==> src/verilog/ipfs_pkg.sv <==
package ipfs_pkg;

    // Four phases of one instruction cycle
    typedef enum logic [3:0] {
        PH_ONE = 4'h1,
        PH_TWO = 4'h2,
        PH_THREE = 4'h4,
        PH_FOUR = 4'h8
    } ipfs_phase_t;

    // Program counter
    localparam logic [20:0] PC_RESET = 21'h0_0000;
    localparam logic [20:0] PC_STEP = 21'h0_0002;
    localparam logic [20:0] VEC_HIGH = 21'h0_0008;
    localparam logic [20:0] VEC_LOW = 21'h0_0018;

    // Opcode patterns
    localparam logic [15:0] OP_NOP = 16'h0000;
    localparam logic [15:0] OP_TBLRD = 16'h0008;
    localparam logic [14:0] OP_INTERRUPT_RETURN_INSTR = 15'h0008;
    localparam logic [14:0] OP_RETURN = 15'h0009;
    localparam logic [11:0] OP_MOVLB = 12'h010;
    localparam logic [5:0] OP_ADD_WORKING_TO_FILE_INSTR = 6'h09;
    localparam logic [7:0] OP_RETURN_WITH_LITERAL_INSTR = 8'h0C;
    localparam logic [7:0] OP_MOVLW = 8'h0E;
    localparam logic [6:0] OP_CALL = 7'h76;
    localparam logic [7:0] OP_GOTO = 8'hEF;
    localparam logic [4:0] OP_BRA = 5'h1A;
    localparam logic [3:0] OP_SECOND = 4'hF;

    // Data memory map
    localparam logic [7:0] PCL_FILE = 8'hF9;
    localparam logic [7:0] ACCESS_SPLIT = 8'h60;
    localparam logic [3:0] ACCESS_LOW_BANK = 4'h0;
    localparam logic [3:0] ACCESS_HIGH_BANK = 4'hF;

    // Status bit positions
    localparam int ST_C = 0;
    localparam int ST_DC = 1;
    localparam int ST_Z = 2;
    localparam int ST_OV = 3;
    localparam int ST_N = 4;

    // Register port offsets
    localparam logic [2:0] REG_STATUS = 3'h0;
    localparam logic [2:0] REG_WORKING = 3'h1;
    localparam logic [2:0] REG_BANK = 3'h2;
    localparam logic [2:0] REG_TLATCH = 3'h3;
    localparam logic [2:0] REG_TPTR_LOW = 3'h4;
    localparam logic [2:0] REG_TPTR_HIGH = 3'h5;
    localparam logic [2:0] REG_TPTR_UPPER = 3'h6;

    // Reset values
    localparam logic [7:0] W_RESET = 8'h00;
    localparam logic [4:0] STATUS_RESET = 5'h00;
    localparam logic [3:0] BSR_RESET = 4'h0;
    localparam logic [7:0] SHADOW_W_RESET = 8'h00;
    localparam logic [4:0] SHADOW_STATUS_RESET = 5'h00;
    localparam logic [3:0] SHADOW_BSR_RESET = 4'h0;
    localparam logic [20:0] TPTR_RESET = 21'h0_0000;
    localparam logic [7:0] TLATCH_RESET = 8'h00;

endpackage : ipfs_pkg

==> src/verilog/ipfs_phase_gen.sv <==
module ipfs_phase_gen
    import ipfs_pkg::*;
(
    // Clock and control
    input wire logic sys_clk,
    input wire logic reset,
    input wire logic clk_en,
    // Current phase
    output ipfs_phase_t phase
);

    // RULE_09 - divide by four
    always_ff @(posedge sys_clk) begin
        if (reset) begin
            phase <= PH_ONE;
        end else if (clk_en) begin
            case (phase)
                PH_ONE: phase <= PH_TWO;
                PH_TWO: phase <= PH_THREE;
                PH_THREE: phase <= PH_FOUR;
                PH_FOUR: phase <= PH_ONE;
                default: phase <= PH_ONE;
            endcase
        end
    end

endmodule : ipfs_phase_gen

==> src/verilog/ipfs_core.sv <==
// How it works
// RULE_01 - One hidden shadow copy of status, working, bank
// RULE_02 - Interrupt vectoring saves all three into shadow
// RULE_03 - Fast interrupt return restores from shadow
// RULE_04 - High interrupt overwrites low interrupt's shadow
// RULE_05 - Fast call saves, fast return restores
// RULE_06 - Add to counter low advances by working
// RULE_07 - Literal return loads working, returns
// RULE_08 - Table read moves one byte to latch
// RULE_09 - Clock divided into four phases
// RULE_10 - Counter steps in one, fetch latched four
// RULE_11 - Fetch overlaps execute; jumps take two cycles
// RULE_12 - Operand read phase two, write phase four
// RULE_13 - Byte addressed, instructions on even addresses
// RULE_14 - Counter steps by two, bit zero clear
// RULE_15 - Absolute target fills counter bits 20:1
// RULE_16 - Branch offset counts words, doubled
// RULE_17 - Lone second word executes as no-op
// RULE_18 - Shadow cleared at reset
module ipfs_core
    import ipfs_pkg::*;
(
    // Clock, reset, enable
    input wire logic sys_clk,
    input wire logic reset,
    input wire logic clk_en,
    // Program memory fetch
    output logic [20:0] prog_addr,
    input wire logic [15:0] prog_data,
    // Table read port
    output logic [20:0] table_addr,
    output logic table_rd,
    input wire logic [7:0] table_data,
    // Data memory
    output logic [11:0] data_addr,
    output logic data_rd,
    input wire logic [7:0] data_rdata,
    output logic data_wr,
    output logic [7:0] data_wdata,
    // Interrupt logic
    input wire logic irq_req,
    input wire logic irq_high,
    output logic irq_ack,
    // Register port
    input wire logic [2:0] reg_addr,
    input wire logic [7:0] reg_wdata,
    input wire logic reg_wr,
    input wire logic reg_rd,
    output logic [7:0] reg_rdata,
    // Phase indication
    output ipfs_phase_t phase
);

    function automatic logic [11:0] access_addr(
        input logic a_bit,
        input logic [7:0] f,
        input logic [3:0] bank
    );
        logic [3:0] hi;
        hi = (f < ACCESS_SPLIT) ? ACCESS_LOW_BANK : ACCESS_HIGH_BANK;
        if (a_bit) begin
            hi = bank;
        end
        return {hi, f};
    endfunction : access_addr

    function automatic logic [20:0] bra_target(
        input logic [20:0] pc_now,
        input logic [10:0] words
    );
        logic [20:0] off;
        off = {{9{words[10]}}, words, 1'b0};
        return pc_now - PC_STEP + off;
    endfunction : bra_target

    function automatic logic [4:0] add_flags(
        input logic [7:0] x,
        input logic [7:0] y
    );
        logic [8:0] s;
        logic [4:0] fl;
        logic [4:0] lo;
        s = {1'b0, x} + {1'b0, y};
        lo = {1'b0, x[3:0]} + {1'b0, y[3:0]};
        fl = 5'h00;
        fl[ST_C] = s[8];
        fl[ST_DC] = lo[4];
        fl[ST_Z] = (s[7:0] == 8'h00);
        fl[ST_OV] = (x[7] == y[7]) && (s[7] != x[7]);
        fl[ST_N] = s[7];
        return fl;
    endfunction : add_flags

    // Core state
    logic [20:0] pc;
    logic [15:0] ir;
    logic ir_valid;
    logic [20:0] ret_addr;
    logic [7:0] working_register;
    logic [4:0] status;
    logic [3:0] bank_select_register;
    logic [7:0] shadow_w;
    logic [4:0] shadow_status;
    logic [3:0] shadow_bsr;
    logic [20:0] table_pointer;
    logic [7:0] table_latch;
    logic [7:0] result;
    logic [4:0] result_flags;

    // RULE_09 - four phase divider
    ipfs_phase_gen u_phase (
        .sys_clk(sys_clk),
        .reset(reset),
        .clk_en(clk_en),
        .phase(phase)
    );

    wire phase_one = (phase == PH_ONE);
    wire phase_two = (phase == PH_TWO);
    wire phase_three = (phase == PH_THREE);
    wire phase_four = (phase == PH_FOUR);

    // RULE_17 - lone second word ignored
    wire ir_live = ir_valid && (ir[15:12] != OP_SECOND);

    wire op_tblrd = ir_live && (ir == OP_TBLRD);
    wire op_interrupt_return_instr = ir_live && (ir[15:1] == OP_INTERRUPT_RETURN_INSTR);
    wire op_return = ir_live && (ir[15:1] == OP_RETURN);
    wire op_movlb = ir_live && (ir[15:4] == OP_MOVLB);
    wire op_add_working_to_file_instr = ir_live && (ir[15:10] == OP_ADD_WORKING_TO_FILE_INSTR);
    wire op_return_with_literal_instr = ir_live && (ir[15:8] == OP_RETURN_WITH_LITERAL_INSTR);
    wire op_movlw = ir_live && (ir[15:8] == OP_MOVLW);
    wire op_call = ir_live && (ir[15:9] == OP_CALL);
    wire op_goto = ir_live && (ir[15:8] == OP_GOTO);
    wire op_bra = ir_live && (ir[15:11] == OP_BRA);

    wire fast_ret = (op_interrupt_return_instr || op_return) && ir[0];
    wire fast_call = op_call && ir[8];

    // Operand fields of the add instruction
    wire add_dest_f = ir[9];
    wire add_a = ir[8];
    wire [7:0] add_f = ir[7:0];
    wire hits_pcl = !add_a && (add_f == PCL_FILE);
    wire [11:0] operand_addr = access_addr(add_a, add_f,
        bank_select_register);

    // Counter low is served here, not from data memory
    wire [20:0] next_instr = pc - PC_STEP;
    wire [7:0] addend = hits_pcl ? next_instr[7:0] : data_rdata;
    wire [7:0] add_sum = addend + working_register;
    wire [4:0] add_fl = add_flags(addend, working_register);

    // RULE_06 - computed jump on write
    wire pcl_jump = op_add_working_to_file_instr && hits_pcl && add_dest_f;
    wire two_word = op_call || op_goto;
    wire is_return = op_interrupt_return_instr || op_return || op_return_with_literal_instr;
    wire redirect = two_word || op_bra || pcl_jump || is_return;

    // Interrupts wait for instruction boundaries that keep flow
    wire take_irq = irq_req && !redirect;
    wire [20:0] vector = irq_high ? VEC_HIGH : VEC_LOW;

    // RULE_15 - absolute word address
    wire [20:0] abs_target = {prog_data[11:0], ir[7:0], 1'b0};
    // RULE_16 - words doubled to bytes
    wire [20:0] rel_target = bra_target(pc, ir[10:0]);
    // RULE_14 - low bit forced clear
    wire [20:0] pcl_target = {next_instr[20:8], result[7:1], 1'b0};

    wire [20:0] next_pc = two_word ? abs_target :
        op_bra ? rel_target :
        pcl_jump ? pcl_target :
        is_return ? ret_addr :
        take_irq ? vector : pc;

    // RULE_03 - fast interrupt return
    // RULE_05 - fast subroutine return
    // RULE_07 - literal to working
    wire [7:0] next_w = fast_ret ? shadow_w :
        (op_return_with_literal_instr || op_movlw) ? ir[7:0] :
        (op_add_working_to_file_instr && !add_dest_f) ? result : working_register;
    wire [4:0] next_status = fast_ret ? shadow_status :
        op_add_working_to_file_instr ? result_flags : status;
    wire [3:0] next_bsr = fast_ret ? shadow_bsr :
        op_movlb ? ir[3:0] : bank_select_register;

    // RULE_02 - interrupt saves shadow
    // RULE_04 - later interrupt overwrites
    // RULE_05 - fast call saves
    wire shadow_load = take_irq || fast_call;

    // RULE_10 - step in phase one
    // RULE_13 - fetch from even address
    always_ff @(posedge sys_clk) begin
        if (reset) begin
            pc <= PC_RESET;
            prog_addr <= PC_RESET;
        end else if (clk_en && phase_one) begin
            prog_addr <= pc;
            pc <= pc + PC_STEP;
        end else if (clk_en && phase_four) begin
            pc <= next_pc;
        end
    end

    // RULE_10 - latch in phase four
    // RULE_11 - redirect drops prefetched word
    always_ff @(posedge sys_clk) begin
        if (reset) begin
            ir <= OP_NOP;
            ir_valid <= 1'b0;
        end else if (clk_en && phase_four) begin
            ir <= prog_data;
            ir_valid <= !(redirect || take_irq);
        end
    end

    // Return address, one level
    always_ff @(posedge sys_clk) begin
        if (reset) begin
            ret_addr <= PC_RESET;
        end else if (clk_en && phase_four) begin
            if (op_call) begin
                ret_addr <= pc;
            end else if (take_irq) begin
                ret_addr <= prog_addr;
            end
        end
    end

    always_ff @(posedge sys_clk) begin
        if (reset) begin
            working_register <= W_RESET;
            status <= STATUS_RESET;
            bank_select_register <= BSR_RESET;
        end else if (clk_en && phase_four) begin
            working_register <= next_w;
            status <= next_status;
            bank_select_register <= next_bsr;
        end
    end

    // RULE_01 - hidden shadow store
    // RULE_18 - cleared at reset
    always_ff @(posedge sys_clk) begin
        if (reset) begin
            shadow_w <= SHADOW_W_RESET;
            shadow_status <= SHADOW_STATUS_RESET;
            shadow_bsr <= SHADOW_BSR_RESET;
        end else if (clk_en && phase_four && shadow_load) begin
            shadow_w <= next_w;
            shadow_status <= next_status;
            shadow_bsr <= next_bsr;
        end
    end

    always_ff @(posedge sys_clk) begin
        if (reset) begin
            irq_ack <= 1'b0;
        end else if (clk_en) begin
            irq_ack <= phase_four && take_irq;
        end
    end

    // RULE_12 - operand read strobe
    always_ff @(posedge sys_clk) begin
        if (reset) begin
            data_rd <= 1'b0;
            data_addr <= 12'h000;
        end else if (clk_en && phase_one) begin
            data_rd <= op_add_working_to_file_instr && !hits_pcl;
            data_addr <= operand_addr;
        end else if (clk_en) begin
            data_rd <= 1'b0;
        end
    end

    // Sum held so phase four sees a stable value
    always_ff @(posedge sys_clk) begin
        if (reset) begin
            result <= 8'h00;
            result_flags <= STATUS_RESET;
        end else if (clk_en && phase_three) begin
            result <= add_sum;
            result_flags <= add_fl;
        end
    end

    // RULE_12 - destination write strobe
    always_ff @(posedge sys_clk) begin
        if (reset) begin
            data_wr <= 1'b0;
            data_wdata <= 8'h00;
        end else if (clk_en && phase_three) begin
            data_wr <= op_add_working_to_file_instr && add_dest_f && !hits_pcl;
            data_wdata <= add_sum;
        end else if (clk_en) begin
            data_wr <= 1'b0;
        end
    end

    // RULE_08 - one byte per read
    always_ff @(posedge sys_clk) begin
        if (reset) begin
            table_rd <= 1'b0;
            table_addr <= TPTR_RESET;
        end else if (clk_en && phase_one) begin
            table_rd <= op_tblrd;
            table_addr <= table_pointer;
        end else if (clk_en) begin
            table_rd <= 1'b0;
        end
    end

    always_ff @(posedge sys_clk) begin
        if (reset) begin
            table_latch <= TLATCH_RESET;
        end else if (clk_en && phase_three && op_tblrd) begin
            table_latch <= table_data;
        end
    end

    // Software places the table pointer byte by byte
    wire wr_tp_low = reg_wr && (reg_addr == REG_TPTR_LOW);
    wire wr_tp_high = reg_wr && (reg_addr == REG_TPTR_HIGH);
    wire wr_tp_upper = reg_wr && (reg_addr == REG_TPTR_UPPER);

    always_ff @(posedge sys_clk) begin
        if (reset) begin
            table_pointer <= TPTR_RESET;
        end else if (clk_en) begin
            if (wr_tp_low) begin
                table_pointer[7:0] <= reg_wdata;
            end
            if (wr_tp_high) begin
                table_pointer[15:8] <= reg_wdata;
            end
            if (wr_tp_upper) begin
                table_pointer[20:16] <= reg_wdata[4:0];
            end
        end
    end

    // Shadow store deliberately has no read path
    logic [7:0] read_mux;
    always_comb begin
        case (reg_addr)
            REG_STATUS: read_mux = {3'h0, status};
            REG_WORKING: read_mux = working_register;
            REG_BANK: read_mux = {4'h0, bank_select_register};
            REG_TLATCH: read_mux = table_latch;
            REG_TPTR_LOW: read_mux = table_pointer[7:0];
            REG_TPTR_HIGH: read_mux = table_pointer[15:8];
            REG_TPTR_UPPER: read_mux = {3'h0, table_pointer[20:16]};
            default: read_mux = 8'h00;
        endcase
    end

    always_ff @(posedge sys_clk) begin
        if (reset) begin
            reg_rdata <= 8'h00;
        end else if (clk_en) begin
            reg_rdata <= reg_rd ? read_mux : 8'h00;
        end
    end

endmodule : ipfs_core

==> config.mk <==
export PLATFORM = sky130hd
export DESIGN_NAME = ipfs_core
export DESIGN_NICKNAME = d
export VERILOG_FILES = /design/src/verilog/ipfs_pkg.sv /design/src/verilog/ipfs_phase_gen.sv /design/src/verilog/ipfs_core.sv
export SDC_FILE = /design/constraint.sdc
export NUM_CORES = 1
export LEC_CHECK = 0
export ABC_AREA = 1
export BUFFER_PORTS_ARGS = -buffer_cell sky130_fd_sc_hd__buf_2
export CAP_MARGIN = 15
export CORE_ASPECT_RATIO = 1.25
export CORE_MARGIN = 2
export CORE_UTILIZATION = 54
export CTS_CLUSTER_SIZE = 30
export DETAILED_ROUTE_END_ITERATION = 12
export GPL_TIMING_DRIVEN = 1
export PLACE_DENSITY = 0.79
export SKIP_LAST_GASP = 1
export SYNTH_ARGS = -nofsm -noshare
export SYNTH_HDL_FRONTEND = slang
export SYNTH_SLANG_ARGS = --single-unit
export TNS_END_PERCENT = 30
==> constraint.sdc <==
create_clock -name sys_clk -period 2.93 [get_ports sys_clk]
set_clock_uncertainty 0.15 [all_clocks]
set_input_delay 0.4395 -clock sys_clk [delete_from_list [all_inputs] [get_ports sys_clk]]
set_output_delay 0.4395 -clock sys_clk [all_outputs]
set_load 0.02 [all_outputs]
==> results by group, run 1 <==
Critical path
  – Cell repeated most along the worst path: nand2_1
  – Number of cells traversed by the worst register-to-register path: 17
  – Critical path's largest stage delay: 0.37 ns
  – RR Endpoint: pc[13]
  – Maximum net fanout on the critical path: 7
  – Worst-path cell chain: nor2_4 -> nand2_1 -> nor2_1 -> buf_4 -> buf_4 -> xor2_2 -> ha_4 -> a21o_1 -> a21oi_1 -> nand2_1 -> nand2_1 -> nand2_1 -> a21oi_1 -> o21ai_0 -> nand2_1 -> nand2_1 -> a21oi_1
  – Data required time of the worst path: 3.25 ns
  – Launch instance of the worst register-to-register path: pc[3]
  – Critical Path Sink Type: flip-flop
  – Classification of the worst setup path: flip-flop to flip-flop
  – Crit path arrival time: 3.27 ns
  – CP startpoint kind: flip-flop
  – Worst-path cell with the longest stage delay: dfxtp_4
  – Setup slack, reg-to-reg: -0.02 ns

Placement
  – Half-perimeter wire length of the detailed placement result: 30100 µm
  – Routability Congestion: 1.04
  – Area after DPL: 13100 µm²
  – Placed insts: 2188
  – Buffers on Ports: 127

Global route
  – Via count of the first global-routing pass: 12.0k
  – Largest net degree at the start of global routing: 64
  – Grt ovf: 0
  – Tot GR Track Use: 34.7%
  – Initial antenna violation count: 0
  – Wire length of the first global-routing pass: 62700 µm

CTS
  – Cell chosen for the clock root: clkbuf_16
  – Number of clock buffers inserted by TritonCTS: 22
  – Clock Latency Late Sink: 0.53 ns
  – TritonCTS sink count: 204
  – Clock tree from TritonCTS: yes
  – CTS Buffer Depth: 3
  – Number of H-tree levels: 1
  – Clock-pin transition on the worst setup and hold timing paths: 0.06 ns

Floorplanning
  – Core footprint: 21400 µm²
  – Floorplan die area: 22900 µm²
  – Site row count: 60
  – Die Y: 169 µm
  – I/O pin total: 128
  – Floorplan die width: 136 µm
  – Starting density of the core: 54.8%

Run status
  – Run status: finished with violations
  – Failing checks: setup timing

Synthesis
  – Most common flop cell mapped by yosys: dfxtp_1
  – Ranking of synthesized cells by area: dfxtp_1 35%, nand2_1 12%, o21ai_0 8.7%
  – Net count after synthesis: 1862
  – Post-synthesis cell type count: 53
  – Synth Cell Area: 11700 µm²
  – Area share of the largest cell type after synthesis: 34.8%
  – Count of flip-flops with a built-in enable after synthesis: 0
  – Synthesis Warnings: 0
  – Average cell area after synthesis: 6.60 µm²
  – Part of the Yosys area used for sequential elements: 34.8%
  – Share of async-settable or async-resettable flops after synthesis: 0%
  – FF+latch count, synth: 204
  – Dominant cell type by area after synthesis: dfxtp_1
  – Gate count of the mapped netlist: 1776

Layout
  – Final layout net count: 2035
  – Diodes inserted: 0
  – Core occupancy in the finished layout: 67.2%
  – Post-Layout Inst Area: 14400 µm²
  – Layout-stage area growth over the synthesis result: 22.6%
  – Number of standard cells in the layout, taps in and fillers out: 2242
  – Filler cell count in the final layout: 1975
  – Proportion of layout cells with a drive suffix above 1: 19.7%

Timing
  – Number of endpoints failing setup at the final stage: 1
  – Maximum frequency from static timing analysis: 339 MHz
  – Fin. max-slew vios: 0
  – Max-slew headroom: 42.2%
  – Endpoints failing hold: 0
  – Setup slack of the critical path after layout: -0.0189 ns
  – Tightest Pin Transition: 0.861 ns
  – Post-layout minimum cycle time: 2.95 ns
  – Period utilisation layout: 101%
  – Setup TNS Final: -0.0189 ns
  – Setup repair after global routing missed its margin: yes
  – Final hold slack: 0.00410 ns

Pwr
  – Leakage dissipation: 6.64 nW
  – Pwr per Cell Area: 506 nW/µm²
  – Peak supply drop: 0.420 mV

Detailed routing
  – Iteration-0 DRC Markers: 1251
  – Drt total wl: 41100 µm
  – Vias after detailed routing: 13.0k
  – Remaining number of nets flagged by the antenna check after routing: 0
  – Number of vias per cell after detailed routing: 5.80
  – DRC violations left: 0
  – TritonRoute pass-1 iters: 6
  – Average wire per cell in the routed design: 18.3 µm

Job
  – # Max-Cap Violations: 0

Worst hold path
  – Instance count along the most critical hold path: 3
  – Destination of the worst hold path: ir[14]
  – Startpoint of the tightest hold check path: prog_data[14]
  – Type of the worst min-delay path: primary input to flip-flop
sequential cells by signal (all words and copies together), names as in the netlist, 8 cells and up:
register	flops
pc	21
prog_addr	21
ret_addr	21
table_addr	21
table_pointer	21
ir	16
data_addr	12
reg_rdata	8
shadow_w	8
table_latch	8
working_register	8
worst max-delay path by stage:
stage,from,to,slack (ns),cells after the start
global route,pc[3],pc[13],-0.05,17
global placement,pc[1],pc[15],-0.004,18
floorplan,pc[3],pc[20],0.10,22
CTS,pc[1],pc[20],-0.05,20
detailed placement,pc[1],pc[15],-0.07,20
finish,pc[3],pc[13],-0.02,17
synthesized netlist by cell type (21+ instances only):
master    instances
a21oi_1         188
dfxtp_1         204
o21ai_0         204
nor3_1           27
nand4_1          21
clkbuf_1         65
inv_1           170
nand2_1         367
xor2_1           29
nand3_1         101
nor2_1          199
ha_1             34
metal layers:
layer  up-vias  track usage, %  wire length, µm
met2       565            58.5            19600
met5         -               0                0
met4         0            23.2             3330
met3       164            4.61             2700
met1      6034            41.0            15500
li1       6248               -                -
worst max-delay path: cells and delay by family (launching register included):
family / cells / cell delay [ns]
AND/OR/NAND/NOR: 8 / 0.82
AO/OA/AOI/OAI: 5 / 0.69
flip-flops: 1 / 0.37
buffers and inverters: 2 / 0.30
XOR/XNOR: 1 / 0.27
adder cells (fa/ha/maj): 1 / 0.27
power breakdown:
part	internal (W)	switching, W	leakage, nW	total [W]
clock	0.00156	0.00118	0.347	0.00274
sequential	0.00289	0.0000899	1.66	0.00298
combinational	0.000580	0.000975	4.63	0.00156
what timing repair did:
action	4_1_cts	5_1_grt
setup endpoints to repair	5	18
pin swaps	0	18
hold endpoints to repair	7	0
gates cloned	0	1
buffers inserted	0	8
gates resized for setup	1	97
hold buffers	7	0
final cells by class:
type                    instances  area (µm²)  share of cell area (%)
clock buffers                  29         607                    4.22
multi-input cells            1303        7020                    48.8
flip-flops and latches        204        4090                    28.5
inverters                     179         676                    4.70
well taps                     279         349                    2.43
clock inverters                 9         105                   0.731
repair buffers                239        1530                    10.7
cell usage in the layout (no fill, tap or decap), types with 18 or more instances in the layout:
cell type | netlist | routed
buf_4 | 6 | 102
dfxtp_1 | 204 | 199
buf_2 | 13 | 127
o21ai_0 | 204 | 201
o21ai_1 | 16 | 18
nand3_1 | 101 | 95
a21oi_2 | 9 | 20
a211oi_1 | 18 | 18
nand4_1 | 21 | 21
clkbuf_16 | 0 | 22
nor2_1 | 199 | 182
a21oi_1 | 188 | 177
nand2_1 | 367 | 357
ha_1 | 34 | 23
xor2_1 | 29 | 21
inv_1 | 170 | 164
nor3_1 | 27 | 25
metrics by stage:
step	worst slack (ns)	power, W
4_1_cts	-0.0466	0.00709
5_1_grt	-0.0520	0.00755
6_report	-0.0189	0.00727
2_1_floorplan	0.101	0.00386
3_5_place_dp	-0.0723	0.00438
3_3_place_gp	-0.00402	0.00437
logic make-up (layout without fill, tap and decap cells):
logic type	Yosys count	after routing	share of synthesized area [%]
adder cells (fa/ha/maj)	36	36	3.97
XOR/XNOR	31	31	2.31
buffers and inverters	270	456	9.12
AO/OA/AOI/OAI	486	486	22.7
flip-flops	204	204	34.8
AND/OR/NAND/NOR	749	750	27.1
Note: power is estimated with default switching activity, not from simulation.
==> run 2: changes to the inputs <==
--- a/config.mk
+++ b/config.mk
@@ -8,7 +8,7 @@
 export ABC_AREA = 1
 export BUFFER_PORTS_ARGS = -buffer_cell sky130_fd_sc_hd__buf_2
 export CAP_MARGIN = 15
-export CORE_ASPECT_RATIO = 1.25
+export CORE_ASPECT_RATIO = 1.75
 export CORE_MARGIN = 2
 export CORE_UTILIZATION = 54
 export CTS_CLUSTER_SIZE = 30
==> run 2 against run 1 <==
Compared with the run above:
- the flow now finishes without violations
- wire length grew 7.1%
- fmax grew 3.0%
- largest power group unchanged
- sequential power is essentially flat
- cell area grew 3.4%
- critical endpoint is now pc[11]
- die area grew 0.17%
- setup slack gained 0.087 ns
- combinational power grew 21%
- total power grew 3.0%
- non-clock buffer count grew 42
- clock power shrank 4%
- largest cell class unchanged
==> results by group, run 2 (synthesis results as in run 1) <==
Global route
  – Grt ovf: 0
  – Wire length of the first global-routing pass: 66800 µm
  – Via count of the first global-routing pass: 12.6k
  – Tot GR Track Use: 37.8%
  – Initial antenna violation count: 0
  – Largest net degree at the start of global routing: 86

Detailed routing
  – Number of vias per cell after detailed routing: 5.75
  – Iteration-0 DRC Markers: 858
  – TritonRoute pass-1 iters: 5
  – Drt total wl: 44000 µm
  – Vias after detailed routing: 13.2k
  – DRC violations left: 0
  – Average wire per cell in the routed design: 19.2 µm
  – Remaining number of nets flagged by the antenna check after routing: 0

CTS
  – Number of H-tree levels: 1
  – Cell chosen for the clock root: clkbuf_16
  – CTS Buffer Depth: 3
  – Clock tree from TritonCTS: yes
  – Clock-pin transition on the worst setup and hold timing paths: 0.07 ns
  – TritonCTS sink count: 204
  – Clock Latency Late Sink: 0.53 ns
  – Number of clock buffers inserted by TritonCTS: 20

Run status
  – Run status: complete, no violations

Critical path
  – Crit path arrival time: 3.18 ns
  – Worst-path cell chain: nor2_4 -> nand2_2 -> nor2_2 -> buf_6 -> nand2_4 -> xor2_4 -> buf_6 -> ha_4 -> a21o_1 -> a21oi_2 -> nand3_2 -> buf_4 -> xor2_1 -> a21oi_1 -> nand2_1 -> nand3_2 -> nor2_4
  – Critical Path Sink Type: flip-flop
  – Maximum net fanout on the critical path: 5
  – CP startpoint kind: flip-flop
  – Critical path's largest stage delay: 0.37 ns
  – Classification of the worst setup path: flip-flop to flip-flop
  – Worst-path cell with the longest stage delay: dfxtp_4
  – Data required time of the worst path: 3.25 ns

Floorplanning
  – Starting density of the core: 54.8%
  – Floorplan die width: 115 µm
  – Die Y: 199 µm
  – Floorplan die area: 23000 µm²
  – Core footprint: 21400 µm²
  – Site row count: 71
  – I/O pin total: 128

Timing
  – Setup repair after global routing missed its margin: yes
  – Post-layout minimum cycle time: 2.86 ns
  – Tightest Pin Transition: 0.841 ns
  – Final hold slack: 0.00546 ns
  – Max-slew headroom: 43.9%
  – Period utilisation layout: 97.7%
  – Number of endpoints failing setup at the final stage: 0
  – Setup TNS Final: 0 ns
  – Fin. max-slew vios: 0
  – Endpoints failing hold: 0
  – Maximum frequency from static timing analysis: 349 MHz

Layout
  – Sequential cell area: 4100 µm²
  – Diodes inserted: 0
  – Multi-input gate area in the final layout: 7200 µm²
  – Most common library cell in the layout ignoring fill and taps: nand2_1
  – Final layout net count: 2074
  – Proportion of layout cells with a drive suffix above 1: 23.4%
  – Filler cell count in the final layout: 1940
  – Commonest cells after routing, fill and taps aside: 348 x nand2_1, 200 x o21ai_0, 197 x dfxtp_1, 178 x nor2_1, 171 x a21oi_1
  – Number of standard cells in the layout, taps in and fillers out: 2294
  – Layout-stage area growth over the synthesis result: 26.8%
  – Post-Layout Inst Area: 14900 µm²

Placement
  – Half-perimeter wire length of the detailed placement result: 33000 µm
  – Area after DPL: 13400 µm²
  – Placed insts: 2241
  – Routability Congestion: 1.00
  – Buffers on Ports: 127

Pwr
  – Pwr per Cell Area: 504 nW/µm²
  – Leakage dissipation: 6.86 nW
  – Peak supply drop: 0.485 mV

Job
  – # Max-Cap Violations: 0

Worst hold path
  – Type of the worst min-delay path: primary input to flip-flop
==> run 2: cell type report <==
type                            count  share of cell area, %
Clock buffer                       28                   3.84
Clock inverter                      8                  0.589
Inverter                          179                   4.59
Multi-Input combinational cell   1302                   48.5
Sequential cell                   204                   27.6
Tap cell                          292                   2.46
Timing Repair Buffer              281                   12.5
==> run 2: routing by layer <==
metal	part of all wire, %	track usage (%)	vias to the layer above
met4	11	33.6	0
met1	34	38.5	6107
met2	50	66.3	538
li1	-	-	6307
met5	0	0	-
met3	5.1	4.69	228
==> run 2: critical path: cells and delay by family, from the launching register on <==
| family | cells | cell delay [ns] |
|---|---|---|
| and+or+nand+nor | 8 | 0.83 |
| buffers and inverters | 3 | 0.44 |
| AOI/OAI and AO/OA | 3 | 0.44 |
| xor gates and xnor gates | 2 | 0.39 |
| DFF | 1 | 0.37 |
| adders and majority gates | 1 | 0.20 |
==> run 2: per-stage QoR <==
step / total power (W) / utilization, % / worst slack [ns]
3_5_place_dp: 0.00461 / 62.6 / -0.219
3_3_place_gp: 0.00459 / 62.6 / -0.231
5_1_grt: 0.00777 / 69.5 / -0.0946
6_report: 0.00749 / 69.5 / 0.0682
2_1_floorplan: 0.00386 / - / 0.101
4_1_cts: 0.00724 / 66.3 / -0.0266
==> run 2: final timing paths <==
| check | start | endpoint | slack (ns) | cells past startpoint |
|---|---|---|---|---|
| min | table_data[6] | table_latch[6] | 0.005 | 3 |
| min reg2reg | reg_rdata[5] | reg_rdata[5] | 0.32 | 2 |
| max | pc[3] | pc[11] | 0.07 | 17 |
| max reg2reg | pc[3] | pc[11] | 0.07 | 17 |
==> run 2: timing repair <==
action | CTS | global route
hold endpoints to repair | 5 | 0
gates resized for setup | 15 | 144
hold buffers | 5 | 0
buffers inserted | 2 | 11
pin swaps | 9 | 54
setup endpoints to repair | 9 | 23
==> run 2: report_power, final <==
part | total (W) | switching [W] | internal, W | leakage (nW)
Clock | 0.00263 | 0.00117 | 0.00146 | 0.314
Sequential | 0.00298 | 0.0000924 | 0.00289 | 1.66
Combinational | 0.00188 | 0.00111 | 0.000764 | 4.88
